`config.mk`:
```
export PLATFORM = sky130hd
export DESIGN_NAME = sac_adc_control
export DESIGN_NICKNAME = d
export VERILOG_FILES = /design/src/logic/sac_pkg.sv /design/src/logic/sac_adc_control.sv
export SDC_FILE = /design/constraint.sdc
export NUM_CORES = 1
export LEC_CHECK = 0
export ABC_AREA = 1
export CAP_MARGIN = 20
export CORE_MARGIN = 2
export CORE_UTILIZATION = 40
export CTS_BUF_LIST = sky130_fd_sc_hd__clkbuf_16
export CTS_CLUSTER_DIAMETER = 150
export DETAILED_ROUTE_END_ITERATION = 8
export DONT_BUFFER_PORTS = 1
export GPL_ROUTABILITY_DRIVEN = 0
export PLACE_DENSITY = 0.56
export SETUP_SLACK_MARGIN = 0.3
export SYNTH_ARGS = -nofsm -noshare
export SYNTH_HDL_FRONTEND = slang
export SYNTH_SLANG_ARGS = --single-unit
```
`constraint.sdc`:
```
create_clock -name core_clk -period 4 [get_ports core_clk]
set_clock_uncertainty 0.2 [all_clocks]
set_input_delay 1.2 -clock core_clk [delete_from_list [all_inputs] [get_ports core_clk]]
set_output_delay 1.2 -clock core_clk [all_outputs]
set_load 0.005 [all_outputs]
```
`src/logic/sac_pkg.sv`:
```
`default_nettype none
package sac_pkg;

    // ----------------------------------------
    // Register offsets
    // ----------------------------------------
    localparam logic [7:0] OFS_CTRL_STATUS = 8'h34;
    localparam logic [7:0] OFS_RESULT = 8'h35;
    localparam logic [7:0] OFS_AMP_CLOCK = 8'h36;
    localparam logic [7:0] OFS_IRQ_STATUS = 8'h38;
    localparam logic [7:0] OFS_IRQ_ENABLE = 8'h39;
    localparam logic [7:0] OFS_IRQ_CLEAR = 8'h3A;

    // ----------------------------------------
    // Field positions
    // ----------------------------------------
    localparam int CSR_DONE_BIT = 7;
    localparam int CSR_SPEED_BIT = 6;
    localparam int CSR_POWER_BIT = 5;
    localparam int AMP_SLOW_BIT = 3;
    localparam int AMP_GAIN_BIT = 2;
    localparam logic [7:0] AMP_WRITE_MASK = 8'h0C;
    localparam logic [7:0] CSR_WRITE_MASK = 8'h67;

    // ----------------------------------------
    // Reset values and counts
    // ----------------------------------------
    localparam logic [7:0] RESET_CTRL_STATUS = 8'h00;
    localparam logic [7:0] RESET_RESULT = 8'h00;
    localparam logic [7:0] RESET_AMP_CLOCK = 8'h00;
    localparam logic [7:0] RESULT_FULL_SCALE = 8'hFF;
    localparam logic [7:0] RESULT_ZERO_SCALE = 8'h00;
    localparam int APPROX_STEPS = 8;
    localparam int GAIN_FACTOR = 8;
    localparam int SAMPLE_CYCLES_DEFAULT = 4;
    localparam int SETTLE_CYCLES = 3;
    localparam logic [1:0] DIV_HALF = 2'd1;
    localparam logic [1:0] DIV_QUARTER = 2'd3;

    typedef enum logic [1:0] {
        SAC_OFF,
        SAC_SAMPLE,
        SAC_HOLD
    } sac_phase_type;

endpackage
`default_nettype wire

```
`src/logic/sac_adc_control.sv`:
```
`timescale 1ns/1ps
`default_nettype none

module sac_adc_control #(
    parameter int SAMPLE_CYCLES = sac_pkg::SAMPLE_CYCLES_DEFAULT
) (
    input wire logic core_clk,
    input wire logic resetn,
    input wire logic [7:0] reg_addr,
    input wire logic [7:0] reg_wdata,
    input wire logic reg_write,
    input wire logic reg_read,
    output logic [7:0] reg_rdata,
    input wire logic halt_mode,
    input wire logic wait_mode,
    input wire logic comparator_out,
    output logic converter_enable,
    output logic gain_stage_enable,
    output logic sample_connect,
    output logic [2:0] input_channel_select,
    output logic [7:0] dac_trial,
    output logic irq
);

    // ----------------------------------------
    // Reset release and comparator synchroniser
    // ----------------------------------------
    logic rst_meta_r;
    logic rst_n_r;

    always_ff @(posedge core_clk or negedge resetn) begin
        if (!resetn) begin
            rst_meta_r <= 1'b0;
            rst_n_r <= 1'b0;
        end else begin
            rst_meta_r <= 1'b1;
            rst_n_r <= rst_meta_r;
        end
    end

    logic cmp_s1_r;
    logic cmp_s2_r;
    logic cmp_s3_r;

    always_ff @(posedge core_clk or negedge rst_n_r) begin
        if (!rst_n_r) begin
            cmp_s1_r <= 1'b0;
            cmp_s2_r <= 1'b0;
            cmp_s3_r <= 1'b0;
        end else begin
            cmp_s1_r <= comparator_out;
            cmp_s2_r <= cmp_s1_r;
            cmp_s3_r <= cmp_s2_r;
        end
    end

    // ----------------------------------------
    // State
    // ----------------------------------------
    typedef struct packed {
        logic [7:0] control_status_register;
        logic [7:0] result;
        logic [7:0] amp;
        logic [7:0] irq_stat;
        logic [7:0] irq_en;
        logic [7:0] rdata;
        sac_pkg::sac_phase_type phase;
        logic [1:0] div_cnt;
        logic [7:0] samp_cnt;
        logic [3:0] step;
        logic [7:0] trial;
        logic [7:0] bitmask;
        logic cmp_q;
        logic [1:0] settle;
        logic conv_en;
        logic gain_en;
        logic connect;
        logic irq;
    } sac_state_type;

    sac_state_type st_r;
    sac_state_type st_nxt;

    logic csr_wr;
    logic res_rd;
    logic running;
    logic tick;
    logic cmp_now;
    logic [7:0] kept;
    logic done_evt;

    always_comb begin
        st_nxt = st_r;
        done_evt = 1'b0;
        csr_wr = reg_write && (reg_addr == sac_pkg::OFS_CTRL_STATUS);
        res_rd = reg_read && (reg_addr == sac_pkg::OFS_RESULT);
        // Halt stops conversions, wait has no effect
        running = st_r.control_status_register[sac_pkg::CSR_POWER_BIT] && !halt_mode;
        cmp_now = (cmp_s2_r == cmp_s3_r) ? cmp_s3_r : st_r.cmp_q;
        st_nxt.cmp_q = cmp_now;
        kept = 8'h00;
        // Cycles since the trial level last moved, saturating
        if (st_r.settle != 2'(sac_pkg::SETTLE_CYCLES)) begin
            st_nxt.settle = st_r.settle + 2'd1;
        end

        // Conversion clock enable from slow and speed bits
        if (st_r.amp[sac_pkg::AMP_SLOW_BIT]) begin
            tick = (st_r.div_cnt == sac_pkg::DIV_QUARTER);
        end else if (st_r.control_status_register[sac_pkg::CSR_SPEED_BIT]) begin
            tick = 1'b1;
        end else begin
            tick = st_r.div_cnt[0] == sac_pkg::DIV_HALF[0];
        end
        st_nxt.div_cnt = st_r.div_cnt + 2'd1;

        // Register writes
        if (reg_write) begin
            unique case (reg_addr)
                sac_pkg::OFS_CTRL_STATUS: begin
                    st_nxt.control_status_register = reg_wdata & sac_pkg::CSR_WRITE_MASK;
                end
                sac_pkg::OFS_AMP_CLOCK: begin
                    st_nxt.amp = reg_wdata & sac_pkg::AMP_WRITE_MASK;
                end
                sac_pkg::OFS_IRQ_ENABLE: begin
                    st_nxt.irq_en = reg_wdata;
                end
                sac_pkg::OFS_IRQ_CLEAR: begin
                    st_nxt.irq_stat = st_r.irq_stat & ~reg_wdata;
                end
                default: begin
                end
            endcase
        end
        if (res_rd) begin
            st_nxt.control_status_register[sac_pkg::CSR_DONE_BIT] = 1'b0;
        end

        // Sequencer
        if (!running) begin
            st_nxt.phase = sac_pkg::SAC_OFF;
        end else if (csr_wr || st_r.phase == sac_pkg::SAC_OFF) begin
            // Restart on power-up or any control write
            st_nxt.phase = sac_pkg::SAC_SAMPLE;
            st_nxt.samp_cnt = 8'd0;
            st_nxt.div_cnt = 2'd0;
        end else if (tick) begin
            unique case (st_r.phase)
                sac_pkg::SAC_SAMPLE: begin
                    if (st_r.samp_cnt == 8'(SAMPLE_CYCLES - 1)) begin
                        st_nxt.phase = sac_pkg::SAC_HOLD;
                        st_nxt.step = 4'd0;
                        st_nxt.bitmask = 8'h80;
                        st_nxt.trial = 8'h80;
                        st_nxt.settle = 2'd0;
                    end else begin
                        st_nxt.samp_cnt = st_r.samp_cnt + 8'd1;
                    end
                end
                sac_pkg::SAC_HOLD: begin
                    // Step only once the comparator has crossed the synchroniser
                    // Faster clocks therefore stretch the hold phase
                    if (st_r.settle == 2'(sac_pkg::SETTLE_CYCLES)) begin
                        // Keep bit when input is above trial level
                        kept = cmp_now ? st_r.trial : (st_r.trial & ~st_r.bitmask);
                        st_nxt.bitmask = st_r.bitmask >> 1;
                        st_nxt.trial = kept | (st_r.bitmask >> 1);
                        st_nxt.step = st_r.step + 4'd1;
                        st_nxt.settle = 2'd0;
                        if (st_r.step == 4'(sac_pkg::APPROX_STEPS - 1)) begin
                            st_nxt.result = kept;
                            st_nxt.control_status_register[sac_pkg::CSR_DONE_BIT] = 1'b1;
                            done_evt = 1'b1;
                            st_nxt.phase = sac_pkg::SAC_SAMPLE;
                            st_nxt.samp_cnt = 8'd0;
                        end
                    end
                end
                default: begin
                    st_nxt.phase = sac_pkg::SAC_OFF;
                end
            endcase
        end

        // Sticky event bit: set wins over clear
        if (done_evt) begin
            st_nxt.irq_stat[0] = 1'b1;
        end

        // Outputs
        st_nxt.conv_en = running;
        st_nxt.gain_en = running && st_r.amp[sac_pkg::AMP_GAIN_BIT];
        st_nxt.connect = st_nxt.phase == sac_pkg::SAC_SAMPLE;
        st_nxt.irq = |(st_nxt.irq_stat & st_nxt.irq_en);

        st_nxt.rdata = 8'h00;
        if (reg_read) begin
            unique case (reg_addr)
                sac_pkg::OFS_CTRL_STATUS: st_nxt.rdata = st_r.control_status_register;
                sac_pkg::OFS_RESULT: st_nxt.rdata = st_r.result;
                sac_pkg::OFS_AMP_CLOCK: st_nxt.rdata = st_r.amp;
                sac_pkg::OFS_IRQ_STATUS: st_nxt.rdata = st_r.irq_stat;
                sac_pkg::OFS_IRQ_ENABLE: st_nxt.rdata = st_r.irq_en;
                default: st_nxt.rdata = 8'h00;
            endcase
        end
    end

    always_ff @(posedge core_clk or negedge rst_n_r) begin
        if (!rst_n_r) begin
            st_r <= '0;
        end else begin
            st_r <= st_nxt;
        end
    end

    assign reg_rdata = st_r.rdata;
    assign converter_enable = st_r.conv_en;
    assign gain_stage_enable = st_r.gain_en;
    assign sample_connect = st_r.connect;
    assign input_channel_select = st_r.control_status_register[2:0];
    assign dac_trial = st_r.trial;
    assign irq = st_r.irq;

endmodule // sac_adc_control
`default_nettype wire

```
* Yosys cells after proc, flatten, opt, wreduce, memory -nomap -nowiden
Index checks and enable logic that the tools add are counted.
W data, S select, Z words.
** Word-level totals
- Logic and storage cells :: 120
- Bits of input ports :: 23
- Flip-flop bits (word level) :: 84
** Cells by class
- $add $sub $neg :: 4
- Eq/ne operators :: 20
- Bitwise gates (word level) :: 7
- Muxes and demuxes :: 49
- Reductions and logical operators :: 16
** Operators with widths (count)
- $mux W8 :: 9
- $mux W28 :: 2
- $pmux W28 S2 :: 1
- $eq A8 B6 Y1 const B :: 6
- $mux W20 :: 2
- $pmux W8 S5 :: 1
- $mux W30 :: 1
- $mux W2 :: 13
- $and A8 B8 Y8 :: 3
- $reduce_and A6 Y1 :: 3
- $mux W1 :: 17
- $mux W16 :: 1
- $not A8 Y8 :: 2
- $ne A3 B3 Y1 const B :: 3
- $add A8 B1 Y8 const B :: 1
- $eq A8 B2 Y1 const B :: 1
- $or A8 B7 Y8 :: 1
- $pmux W2 S2 :: 2
- $reduce_or A8 Y1 :: 1
- $eq A2 B2 Y1 const B :: 3
- $ne A2 B2 Y1 const B :: 3
- $add A2 B1 Y2 const B :: 2
- $add A4 B1 Y4 const B :: 1
- $eq A2 B1 Y1 const B :: 2
- 10 further kinds :: 15

* Longest topological paths before layout
- Word-level depth :: 10
- Mapped depth :: 12
- Mapped depth without buffers :: 10

* Worst setup path before layout
No wires, ideal clock.
- Kind :: input port to flip-flop
- Start point :: in reg_addr[3]
- End point :: reg st_r[71] in the netlist's numbering
- Setup time :: 118 ps
- Path slack :: 1515 ps
- Stages :: 11
- Required time :: 3682 ps
- Arrival :: 2167 ps
- Path through :: inv_1 nand2_1 nor2_2 nand3_4 nand2_8 nor2_4 nand2_4 inv_2 buf_6 nand2_1 o21ai_2
** On the way
- Word-level cells in the longest chain between the ends :: 5
** Ends and longest elaborated chain
- start: declaration :: RTL line sac_adc_control.sv:9 : input wire logic [7:0] reg_addr,
- $eq A8 B6 Y1 :: RTL line sac_adc_control.sv:95 : csr_wr = reg_write && (reg_addr == sac_pkg::OFS_CTRL_STATUS);
- $logic_and A1 B1 Y1 :: RTL line sac_adc_control.sv:95
- $logic_or A1 B1 Y1 :: RTL line sac_adc_control.sv:143 : end else if (csr_wr || st_r.phase == sac_pkg::SAC_OFF) begin
- $not A1 Y1 (no source line)
- $reduce_and A6 Y1 (no source line)
- end signal: assignment :: RTL line sac_adc_control.sv:214 : st_r <= st_nxt;
- end: declaration :: RTL line sac_adc_control.sv:81 : sac_state_type st_r;
Every way passes these cells.
A chain may end at the register's enable or synchronous reset.

==> run_results.csv <==
group,metric,value,unit
worst_setup_path,path_max_fanout,11,
floorplan,start_util,0.408,
sta,slew-limit-headroom,0.525,
route,drtIter0Drc,192,
place,place_inst,628,
finish,nets,532,
route,wl_per_cell,14.4,µm
sta,tightest_slew,0.713,ns
sta,finalHoldViolations,0,
route,via_per_inst,4.90,
finish,drive_above_1_share,0.119,
worst_setup_path,cp.buffers_inverters,2,
synthesis,syn_inst,518,
worst_setup_path,cp-start-kind,"input port",
cts,clockRootBuffer,"clkbuf_16",
pwr,power.internal,0.00149,W
pwr,pwr-share-comb,0.134,
worst_setup_path,endpoint_kind,"flip-flop",
grt,grt_pass1_vias,3132,
cts,cts_buffer_depth,2,
worst_setup_path,crit_type,"in -> reg",
sta,timing.fmax,371,MHz
worst_setup_path,critPathArrivalTime,2.70,ns
synthesis,synth_top_area_cell,"dfrtp_1",
grt,antenna_found_initial,0,
sta,layout_setup_ws,1.30,ns
floorplan,io_pins,46,
synthesis,syn_area,4380,µm²
grt,grt_util_all_layers,0.174,
synthesis,synth-seq-cells,84,
floorplan,fp.dieH,109,µm
synthesis,synth_cell_type_count,42,
grt,grt.overflow.total,0,
sta,period_minus_slack,2.70,ns
route,route.vias.total,3160,
pwr,switchingPower,0.000594,W
grt,grt_max_degree,83,
synthesis,syn_nets,550,
worst_setup_path,cpMaxStageDelayCell,"nor2_2",
synthesis,ys_seq_area_frac,0.480,
worst_setup_path,cp.required,4.01,ns
worst_setup_path,path_delay_family,"simple AND/OR/NAND/NOR gates",
pwr,seqPwrFrac,0.463,
floorplan,chipWidth,109,µm
synthesis,ys_warn_count,0,
cts,h-tree-depth,3,
cts,cts.sinks,84,
sta,hold_ws,0.0181,ns
place,place.detailed.hpwl,6.55,mm
cts,cts_setup_buffers,0,
cts,clk-insertion-delay-late,0.33,ns
cts,clk_pin_slew_worst_paths,0.06,ns
route,wirelength,9.28,mm
cts,cts_buffers,9,
pwr,p_leak,2.37,nW
finish,area_growth,6.54,%
pwr,p_sw_frac,0.285,
pwr,vdd_drop_max,0.176,mV
worst_setup_path,cp_slowest_stage_delay,0.38,ns
synthesis,synth_top_area_frac,0.480,
cts,cts_tree,"yes",
sta,report.final.slew_viol_count,0,
cts,hold_buffers,0,
pwr,clkPwrFrac,0.403,
route,dr.pass1.iters,5,
synthesis,synth.area.top_cells,"dfrtp_1 48%, nand2_1 13%, inv_1 5.1%, buf_4 3.8%, nand3_1 3.7%",
finish,final_cells,645,
place,dpl_cell_area,4340,µm²
outcome,status,"finished, final reports clean",
sta,setup_viol,0,
sta,post-route-period-util,0.674,
route,drc_errors,0,
finish,n_antenna_cell,0,
sta,rsz0062_at_grt,"no",
cts,cts_resized,0,
place,pre_cts_slack,0.953,ns
floorplan,core-area,10700,µm²
place,port_buffers,0,
pwr,p_per_area,446,nW/µm²
worst_setup_path,critical_path.most_common_cell,"nand2_1",
finish,final_cell_area,4670,µm²
grt,grt_pass1_wl,15.6,mm
finish,final_common_cell,"nand2_1",
route,drtAntennaViolNets,0,
floorplan,fp.dieArea,11800,µm²
worst_setup_path,crit_path_cell_trace,"inv_1 > nand2_1 > nor2_2 > buf_4 > nand3_2 > nand2_1 > nand2_1 > nand2_1 > nand2_1 > nor2_1 > nand3_1",
finish,layout_common_cells,"155 x nand2_1, 83 x dfrtp_1, 59 x inv_1, 32 x nand3_1, 31 x nor2_1",
synthesis,avgSynthCellArea,8.46,µm²
floorplan,rows,38,
flow_run,cap_viol_max_count,0,
min_path,hp-class,"reg -> async",
sta,tns,0,ns
layer usage:
metal | global-route usage | wire length, µm
met2 | 0.268 | 4320
met5 | 0 | 0
met4 | 0.0751 | 118
met3 | 0.0353 | 335
met1 | 0.237 | 4510
worst paths after layout:
check                                startpoint                  endpoint  slack, ns  cells after the start
max in group asynchronous     rst_n_r$_DFF_PN0_    reg_rdata[2]$_DFF_PN0_       2.99                      1
setup / recovery                    reg_addr[6]             irq$_DFF_PN0_       1.30                     11
setup reg to reg             st_r[37]$_DFF_PN0_       st_r[9]$_DFFE_PN0P_       1.32                      8
hold reg to reg               rst_n_r$_DFF_PN0_  dac_trial[1]$_DFFE_PN0P_       0.02                      0
hold / removal                rst_n_r$_DFF_PN0_  dac_trial[1]$_DFFE_PN0P_       0.02                      0
min in group core_clk      rst_meta_r$_DFF_PN0_         rst_n_r$_DFF_PN0_       0.17                      0
power by group through the flow:
stage                     clock network (W)  registers (W)  logic (W)
after floorplan                           0       0.000972   0.000238
after global placement                    0       0.000990   0.000257
after detailed placement                  0       0.000992   0.000266
after CTS                          0.000858       0.000977   0.000266
after global routing               0.000908       0.000975   0.000321
final                              0.000839       0.000965   0.000279
area by class of cell:
cell class,count,area (µm²)
fill,1086,6080
sequential,84,2110
multi-input combinational,339,1810
inverter,64,243
clock buffer,9,225
tap,140,175
clock inverter,7,75.1
timing repair buffer,2,35.0
worst register-to-register path, cell delays in order (launching register included):
cell,delay (ns)
dfrtp_1,0.38
inv_1,0.10
ha_1,0.63
nand2_1,0.17
o21ai_2,0.16
nand3_2,0.12
nor2_4,0.27
nand2_2,0.30
o21ai_0,0.26
flip-flops by register name (all words and copies together), names as in the netlist:
name                  count
rst_meta_r                1
converter_enable          1
irq                       1
cmp_s3_r                  1
gain_stage_enable         1
cmp_s1_r                  1
cmp_s2_r                  1
dac_trial                 8
input_channel_select      3
reg_rdata                 8
rst_n_r                   1
st_r                     56
sample_connect            1
metrics by stage:
stage	power [W]	util
finish	0.00208	0.435
global route	0.00220	0.435
CTS	0.00210	0.432
detailed placement	0.00126	0.404
global placement	0.00125	0.404
floorplan	0.00121	-
cells by family (layout without fill, tap and decap cells):
kind of cell | count (synthesis) | count (layout) | share of synthesized area
buffers and inverters | 95 | 82 | 0.107
DFF | 84 | 84 | 0.480
adders and majority gates | 9 | 9 | 0.0257
muxes | 2 | 2 | 0.00514
other | 1 | 1 | 0.000856
AOI/OAI and AO/OA | 61 | 61 | 0.0956
and+or+nand+nor | 263 | 263 | 0.280
xor gates and xnor gates | 3 | 3 | 0.00600
synthesized netlist by cell type, drive strengths merged:
library cell,count
nand4,18
inv,64
a21oi,8
nand3b,2
a41oi,5
xor2,2
nor2,38
o21a,1
clkbuf,1
a21boi,8
nand2,161
o211ai,3
o21ai,34
conb,1
buf,30
ha,9
mux2,2
a21o,2
nor3,7
nand3,35
or2,2
dfrtp,84
xnor2,1
(Power assumes the default switching activity.)
